[config.mk]
export PLATFORM = sky130hd
export DESIGN_NAME = iah_core
export DESIGN_NICKNAME = d
export VERILOG_FILES = /design/src/design/iah_log_mem.v /design/src/design/iah_core.v
export VERILOG_INCLUDE_DIRS = /design/src /design/src/design
export SDC_FILE = /design/constraint.sdc
export NUM_CORES = 1
export LEC_CHECK = 0
export BUFFER_PORTS_ARGS = -buffer_cell sky130_fd_sc_hd__buf_2
export CAP_MARGIN = 25
export CELL_PAD_IN_SITES_DETAIL_PLACEMENT = 0
export CELL_PAD_IN_SITES_GLOBAL_PLACEMENT = 1
export CORE_UTILIZATION = 30
export CTS_CLUSTER_SIZE = 14
export DETAILED_ROUTE_END_ITERATION = 10
export MAX_ROUTING_LAYER = met4
export PLACE_DENSITY = 0.56
export SLEW_MARGIN = 30
export SYNTH_ARGS = -nofsm -noshare
export SYNTH_HDL_FRONTEND = slang
export SYNTH_HIERARCHICAL = 1
export SYNTH_SLANG_ARGS = --single-unit
[constraint.sdc]
create_clock -name clk_sys -period 6.3 [get_ports clk_sys]
set_clock_uncertainty 0.1 [all_clocks]
set_input_delay 0.63 -clock clk_sys [delete_from_list [all_inputs] [get_ports clk_sys]]
set_output_delay 0.63 -clock clk_sys [all_outputs]
set_load 0.03 [all_outputs]
[src/design/iah_map.vh]
// constants for the interlocked access handshake block
// assumes inclusion by bare name from design files
`ifndef IAH_MAP_VH
`define IAH_MAP_VH
// operation codes on op_code
`define IAH_OP_W 3
`define IAH_OP_PLAIN_LOAD 3'h0
`define IAH_OP_PLAIN_STORE 3'h1
`define IAH_OP_INT_LOAD 3'h2
`define IAH_OP_FLOAT_LOAD 3'h3
`define IAH_OP_INT_STORE 3'h4
`define IAH_OP_FLOAT_STORE 3'h5
`define IAH_OP_SIGNAL 3'h6
// target classes on op_target
`define IAH_TGT_W 2
`define IAH_TGT_ONCHIP_MEM 2'h0
`define IAH_TGT_PERIPH 2'h1
`define IAH_TGT_PRIMARY 2'h2
`define IAH_TGT_EXPANSION 2'h3
// log depth of the operation trace memory
`define IAH_LOG_AW 3
`define IAH_LOG_DW 4
// reset levels (active low request released)
`define IAH_REQ_RESET 1'b1
`endif

[src/design/iah_log_mem.v]
// small register file recording finished operations
// assumes one clock; read data registered
`timescale 1ns/1ps
`default_nettype none
`include "iah_map.vh"
module iah_log_mem (
   input wire clk_sys,
   input wire reset,
   input wire clk_en,
   input wire wr_en,
   input wire [`IAH_LOG_AW-1:0] wr_addr,
   input wire [`IAH_LOG_DW-1:0] wr_data,
   input wire [`IAH_LOG_AW-1:0] rd_addr,
   output reg [`IAH_LOG_DW-1:0] rd_data_r
);
   reg [`IAH_LOG_DW-1:0] mem [0:(1<<`IAH_LOG_AW)-1];
   always @(posedge clk_sys) begin
      if (clk_en && wr_en) begin
         mem[wr_addr] <= wr_data;
      end
   end
   always @(posedge clk_sys or posedge reset) begin
      if (reset) begin
         rd_data_r <= 4'h0;
      end else if (clk_en) begin
         rd_data_r <= mem[rd_addr];
      end
   end
endmodule
`default_nettype wire

[src/design/iah_core.v]
// interlocked access handshake sequencer
// assumes op_start is a one-cycle pulse from the core on clk_sys,
// ack pin and ready inputs come from outside and are synchronised here
`timescale 1ns/1ps
`default_nettype none
`include "iah_map.vh"
module iah_core (
   input wire clk_sys,
   input wire reset,
   input wire clk_en,
   input wire op_start,
   input wire [`IAH_OP_W-1:0] op_code,
   input wire [`IAH_TGT_W-1:0] op_target,
   input wire op_src_is_mem,
   input wire irq_pending,
   input wire interlock_ack_in,
   input wire ready_in_n,
   input wire [`IAH_LOG_AW-1:0] log_rd_addr,
   output reg interlock_request_out,
   output reg interlock_request_oe,
   output reg bus_cycle_r,
   output reg bus_write_r,
   output reg op_busy_r,
   output reg op_done_r,
   output reg op_abandon_r,
   output reg op_illegal_r,
   output reg irq_take_r,
   output wire [`IAH_LOG_DW-1:0] log_rd_data
);
   localparam ST_IDLE = 5'b00001;
   localparam ST_RD = 5'b00010;
   localparam ST_RD_ACK = 5'b00100;
   localparam ST_WR = 5'b01000;
   localparam ST_SIG = 5'b10000;

   reg [4:0] state_r;
   reg [4:0] state_nxt;
   reg [2:0] ack_sync_r;
   reg [2:0] rdy_sync_r;
   reg ack_low_r;
   reg rdy_low_r;
   reg req_nxt;
   reg cyc_nxt;
   reg wr_nxt;
   reg busy_nxt;
   reg done_nxt;
   reg abandon_nxt;
   reg illegal_nxt;
   reg take_nxt;
   reg [`IAH_LOG_AW-1:0] log_ptr_r;
   reg log_we;
   reg [`IAH_LOG_DW-1:0] log_wd;
   reg [`IAH_OP_W-1:0] op_code_r;
   wire is_load;
   wire is_store;
   wire is_plain;

   // a target reached over a bus cycle or a peripheral
   function ext_target;
      input [`IAH_TGT_W-1:0] tgt;
      begin
         ext_target = (tgt != `IAH_TGT_ONCHIP_MEM);
      end
   endfunction

   // a target that needs a strobe on one of the external buses
   function bus_target;
      input [`IAH_TGT_W-1:0] tgt;
      begin
         bus_target = ext_target(tgt) && (tgt != `IAH_TGT_PERIPH);
      end
   endfunction

   // interlocked loads of either number format
   function op_load;
      input [`IAH_OP_W-1:0] code;
      begin
         op_load = (code == `IAH_OP_INT_LOAD) ||
            (code == `IAH_OP_FLOAT_LOAD);
      end
   endfunction

   // interlocked stores of either number format
   function op_store;
      input [`IAH_OP_W-1:0] code;
      begin
         op_store = (code == `IAH_OP_INT_STORE) ||
            (code == `IAH_OP_FLOAT_STORE);
      end
   endfunction

   // ordinary accesses that never touch the request pin
   function op_plain;
      input [`IAH_OP_W-1:0] code;
      begin
         op_plain = (code == `IAH_OP_PLAIN_LOAD) ||
            (code == `IAH_OP_PLAIN_STORE);
      end
   endfunction

   // filtered pin levels: change only once stages two and three agree,
   // so a level caught near its edge never reaches the sequencer
   always @(posedge clk_sys or posedge reset) begin
      if (reset) begin
         ack_sync_r <= 3'h7;
         ack_low_r <= 1'b0;
      end else if (clk_en) begin
         ack_sync_r <= {ack_sync_r[1:0], interlock_ack_in};
         if (ack_sync_r[1] == ack_sync_r[2]) begin
            ack_low_r <= ~ack_sync_r[2];
         end
      end
   end

   // combined ready passes the same filter
   always @(posedge clk_sys or posedge reset) begin
      if (reset) begin
         rdy_sync_r <= 3'h7;
         rdy_low_r <= 1'b0;
      end else if (clk_en) begin
         rdy_sync_r <= {rdy_sync_r[1:0], ready_in_n};
         if (rdy_sync_r[1] == rdy_sync_r[2]) begin
            rdy_low_r <= ~rdy_sync_r[2];
         end
      end
   end

   assign is_load = op_load(op_code);
   assign is_store = op_store(op_code);
   assign is_plain = op_plain(op_code);

   always @* begin
      state_nxt = state_r;
      req_nxt = interlock_request_out;
      cyc_nxt = bus_cycle_r;
      wr_nxt = bus_write_r;
      busy_nxt = op_busy_r;
      done_nxt = 1'b0;
      abandon_nxt = 1'b0;
      illegal_nxt = 1'b0;
      take_nxt = 1'b0;
      log_we = 1'b0;
      log_wd = {1'b0, op_code};
      case (state_r)
         ST_IDLE: begin
            if (op_start) begin
               busy_nxt = 1'b1;
               if (op_code == `IAH_OP_SIGNAL) begin
                  req_nxt = 1'b0;
                  state_nxt = ST_SIG;
               end else if (is_load && !op_src_is_mem) begin
                  illegal_nxt = 1'b1;
                  busy_nxt = 1'b0;
               end else if (is_load || is_store || is_plain) begin
                  wr_nxt = is_store || (op_code == `IAH_OP_PLAIN_STORE);
                  if (ext_target(op_target)) begin
                     cyc_nxt = bus_target(op_target);
                     if (is_load) begin
                        req_nxt = 1'b0;
                        state_nxt = ST_RD_ACK;
                     end else begin
                        if (is_store) begin
                           req_nxt = 1'b1;
                        end
                        state_nxt = ST_WR;
                     end
                  end else begin
                     // on-chip memory: internal access, request untouched
                     done_nxt = 1'b1;
                     busy_nxt = 1'b0;
                  end
               end else begin
                  illegal_nxt = 1'b1;
                  busy_nxt = 1'b0;
               end
            end
         end
         ST_RD_ACK: begin
            if (ack_low_r && rdy_low_r) begin
               cyc_nxt = 1'b0;
               busy_nxt = 1'b0;
               done_nxt = 1'b1;
               state_nxt = ST_IDLE;
            end else if (rdy_low_r && irq_pending) begin
               cyc_nxt = 1'b0;
               busy_nxt = 1'b0;
               abandon_nxt = 1'b1;
               take_nxt = 1'b1;
               state_nxt = ST_IDLE;
            end
         end
         ST_WR: begin
            if (rdy_low_r) begin
               cyc_nxt = 1'b0;
               wr_nxt = 1'b0;
               busy_nxt = 1'b0;
               done_nxt = 1'b1;
               state_nxt = ST_IDLE;
            end
         end
         ST_SIG: begin
            if (ack_low_r) begin
               req_nxt = 1'b1;
               busy_nxt = 1'b0;
               done_nxt = 1'b1;
               state_nxt = ST_IDLE;
            end else if (irq_pending) begin
               busy_nxt = 1'b0;
               abandon_nxt = 1'b1;
               take_nxt = 1'b1;
               state_nxt = ST_IDLE;
            end
         end
         default: begin
            state_nxt = ST_IDLE;
            cyc_nxt = 1'b0;
            busy_nxt = 1'b0;
         end
      endcase
      if (done_nxt || abandon_nxt) begin
         log_we = 1'b1;
         log_wd = {abandon_nxt, (state_r == ST_IDLE) ? op_code : op_code_r};
      end
   end

   // state and the code of the operation in flight
   always @(posedge clk_sys or posedge reset) begin
      if (reset) begin
         state_r <= ST_IDLE;
         op_code_r <= 3'h0;
         log_ptr_r <= 3'h0;
      end else if (clk_en) begin
         state_r <= state_nxt;
         if (state_r == ST_IDLE && op_start) begin
            op_code_r <= op_code;
         end
         if (log_we) begin
            log_ptr_r <= log_ptr_r + 3'h1;
         end
      end
   end

   // pin and bus levels hold until the sequencer changes them
   always @(posedge clk_sys or posedge reset) begin
      if (reset) begin
         interlock_request_out <= `IAH_REQ_RESET;
         interlock_request_oe <= 1'b0;
         bus_cycle_r <= 1'b0;
         bus_write_r <= 1'b0;
         op_busy_r <= 1'b0;
      end else if (clk_en) begin
         interlock_request_out <= req_nxt;
         interlock_request_oe <= 1'b1;
         bus_cycle_r <= cyc_nxt;
         bus_write_r <= wr_nxt;
         op_busy_r <= busy_nxt;
      end
   end

   // one-cycle status pulses towards the core
   always @(posedge clk_sys or posedge reset) begin
      if (reset) begin
         op_done_r <= 1'b0;
         op_abandon_r <= 1'b0;
         op_illegal_r <= 1'b0;
         irq_take_r <= 1'b0;
      end else if (clk_en) begin
         op_done_r <= done_nxt;
         op_abandon_r <= abandon_nxt;
         op_illegal_r <= illegal_nxt;
         irq_take_r <= take_nxt;
      end
   end

   iah_log_mem u_log (
      .clk_sys(clk_sys),
      .reset(reset),
      .clk_en(clk_en),
      .wr_en(log_we),
      .wr_addr(log_ptr_r),
      .wr_data(log_wd),
      .rd_addr(log_rd_addr),
      .rd_data_r(log_rd_data)
   );
endmodule
`default_nettype wire

==> impl_metrics.yaml <==
status:
  status: "completed"
setup_path:
  crit_slowest_cell: "dfrtp_1"
  crit-reg2reg-launch: "state_r[4]"
  critPathCaptureType: "register"
  worstSetupStartpointType: "register"
  cp_slowest_stage_delay_ns: 0.51
  timing.critical_path.buf_inv: 0
  crit_type: "register to register"
  crit_start: "state_r[4]"
  cp_top_family: "simple AND/OR/NAND/NOR gates"
  required_ns: 6.21
  worst_ep_arrival_time_ns: 2.59
  cp_cell_sequence: "nor4b_4 > o2111ai_1 > o211ai_2 > or3b_2 > nor2_1"
  cp_max_fo: 12
route:
  drt-total-wl_um: 5900
  drt-vias-per-instance: 4.74
  drt_first_pass_iters: 5
  drtAntennaViolNets: 0
  drt_iter0_drc: 78
  route.vias.total: 1858
  drc: 0
  avgRoutedWirePerCell_um: 15.0
global_routing:
  grtUsageTotal: 0.132
  grt_pass1_vias: 1845
  overflow: 0
  grt_max_degree: 33
  grt_pass1_wl_um: 9560
  antenna_found_initial: 0
yosys:
  async_flop_share: 0.484
  synth.net_count: 247
  synth_top_area_cell: "edfxtp_1"
  synthTopCellsByArea: "edfxtp_1, dfrtp_1, dfstp_2"
  synth_seq_cells: 62
  synth_edf_count: 32
  ys.flop_type: "edfxtp_1"
  yosys_warnings: 6
  ys_types: 51
  synth.yosys.seq_area_share: 0.592
  synth.avg_cell_area_sq_um: 12.7
  synthesis.area_sq_um: 2910
  synthCells: 230
  synth_top_area_frac: 0.330
clocking:
  cts.sinks: 62
  htreeDepth: 3
  cts_buffers: 9
  clk_path_buf_depth: 2
  clock_latency_ns: 0.34
  holdBufCountCts: 0
  path_clk_slew_ns: 0.07
  cts_tree: "yes"
  cts_resized: 0
  cts-root-buf: "clkbuf_8"
  post-cts-setup-buffers: 0
die:
  io_pins: 29
  die_h_um: 100
  core-area_sq_um: 9330
  die_area_sq_um: 10100
  initial_utilization: 0.312
  die_w_um: 100
  rows: 35
sta:
  setup_viol_count_final: 0
  worstMarginPinSlew_ns: 0.589
  drv_slew: 0
  max_freq_ghz: 0.373
  grt_setup_unrepaired: "false"
  fin_crit_sh: 0.426
  finalHoldViolCount: 0
  relSlewSlack: 0.605
  tns_ns: 0
  period_needed_ns: 2.68
layout:
  fill_cells: 951
  syn_to_final_growth_pct: 14.2
  layout_commonest_cell: "edfxtp_1"
  multi_input_area_sq_um: 1050
  drive_gt1_frac: 0.274
  seqCellArea_sq_um: 1720
  mostFrequentLayoutCells: "edfxtp_1, buf_2, dfrtp_1"
  antenna_cells: 0
  nets: 275
  post-route-util: 0.356
placed_design:
  gp_congestion: 0.783
  portBuffers: 28
  dp_hpwl_um: 4160
job:
  max-cap-violations: 0
pwr:
  power_density_nw_per_um2: 366
  vdd_drop_max_mv: 0.229
  power.leakage_nw: 1.31
hold_path:
  min_path_type: "primary input to asynchronous set/reset pin"
-- cells by family after synthesis --
group	share of synthesized area
AND/OR/NAND/NOR	0.130
flip-flops	0.592
AO/OA/AOI/OAI	0.101
multiplexers	0.117
buffers and inverters	0.0460
XOR/XNOR	0.00903
adder cells (fa/ha/maj)	0.00430
-- registers in the layout, summed over array words and instances (netlist names) --
register / cells
interlock_request_out: 1
rdy_sync_r: 3
bus_cycle_r: 1
op_done_r: 1
state_r: 4
u_log/mem: 32
log_ptr_r: 3
irq_take_r: 1
ack_sync_r: 3
rdy_low_r: 1
op_busy_r: 1
u_log/rd_data_r: 4
bus_write_r: 1
interlock_request_oe: 1
op_illegal_r: 1
ack_low_r: 1
op_code_r: 3
-- path summary, 6_finish.rpt --
path	endpoint	slack [ns]	cells after the start
max	u_log/mem[0][1]	3.62	5
min	u_log/rd_data_r[1]	0.08	2
max reg2reg	u_log/mem[0][1]	3.62	5
min reg2reg	ack_sync_r[2]	0.38	2
max in group asynchronous	interlock_request_out	5.46	2
min in group clk_sys	ack_sync_r[2]	0.38	2
-- metal layers --
metal,track usage,routed length (um)
met5,-,0
met4,0.0435,78
met3,0.0444,227
met2,0.223,2980
met1,0.147,2610
-- synthesized netlist by cell type (2+ instances only) --
| library cell | n |
|---|---|
| a211oi_1 | 2 |
| mux2i_1 | 18 |
| nor3_1 | 6 |
| nor4bb_1 | 2 |
| nand3_1 | 7 |
| o21ai_0 | 10 |
| dfstp_2 | 8 |
| buf_6 | 2 |
| mux2_1 | 2 |
| nand3b_1 | 2 |
| o41ai_1 | 2 |
| a31o_1 | 4 |
| a31oi_1 | 3 |
| dfrtp_1 | 22 |
| nor2_1 | 13 |
| o22ai_1 | 2 |
| buf_4 | 2 |
| mux2_2 | 11 |
| a21oi_1 | 3 |
| edfxtp_1 | 32 |
| nand2_1 | 13 |
| nand2b_1 | 3 |
| inv_1 | 13 |
| a22oi_1 | 8 |
| clkbuf_1 | 2 |
| nand4_1 | 2 |
| nor2b_1 | 7 |
| xnor2_1 | 3 |
| buf_2 | 4 |
-- stage by stage --
stage	total power, mW	cell area, sq um	worst slack, ns	hold slack (ns)	std cells
after global routing	1.29	3320	3.48	0.0871	392
final	1.22	3320	3.62	0.0797	392
after CTS	1.23	3320	3.61	0.0784	392
after detailed placement	0.879	3130	3.58	0.366	376
after floorplan	0.809	2910	3.83	0.296	230
after global placement	0.880	3130	3.64	0.358	376
-- power by group --
part	total, mW	switching, mW	internal [mW]
Clock	0.349	0.166	0.184
Sequential	0.564	0.0621	0.502
Combinational	0.303	0.173	0.130
-- cell type report --
class,count,share of cell area
Sequential cell,62,0.518
Inverter,13,0.0147
Timing Repair Buffer,28,0.0422
Multi-Input combinational cell,144,0.317
Clock buffer,9,0.0373
Clock inverter,7,0.0222
Tap cell,129,0.0486
(Power assumes the default switching activity.)
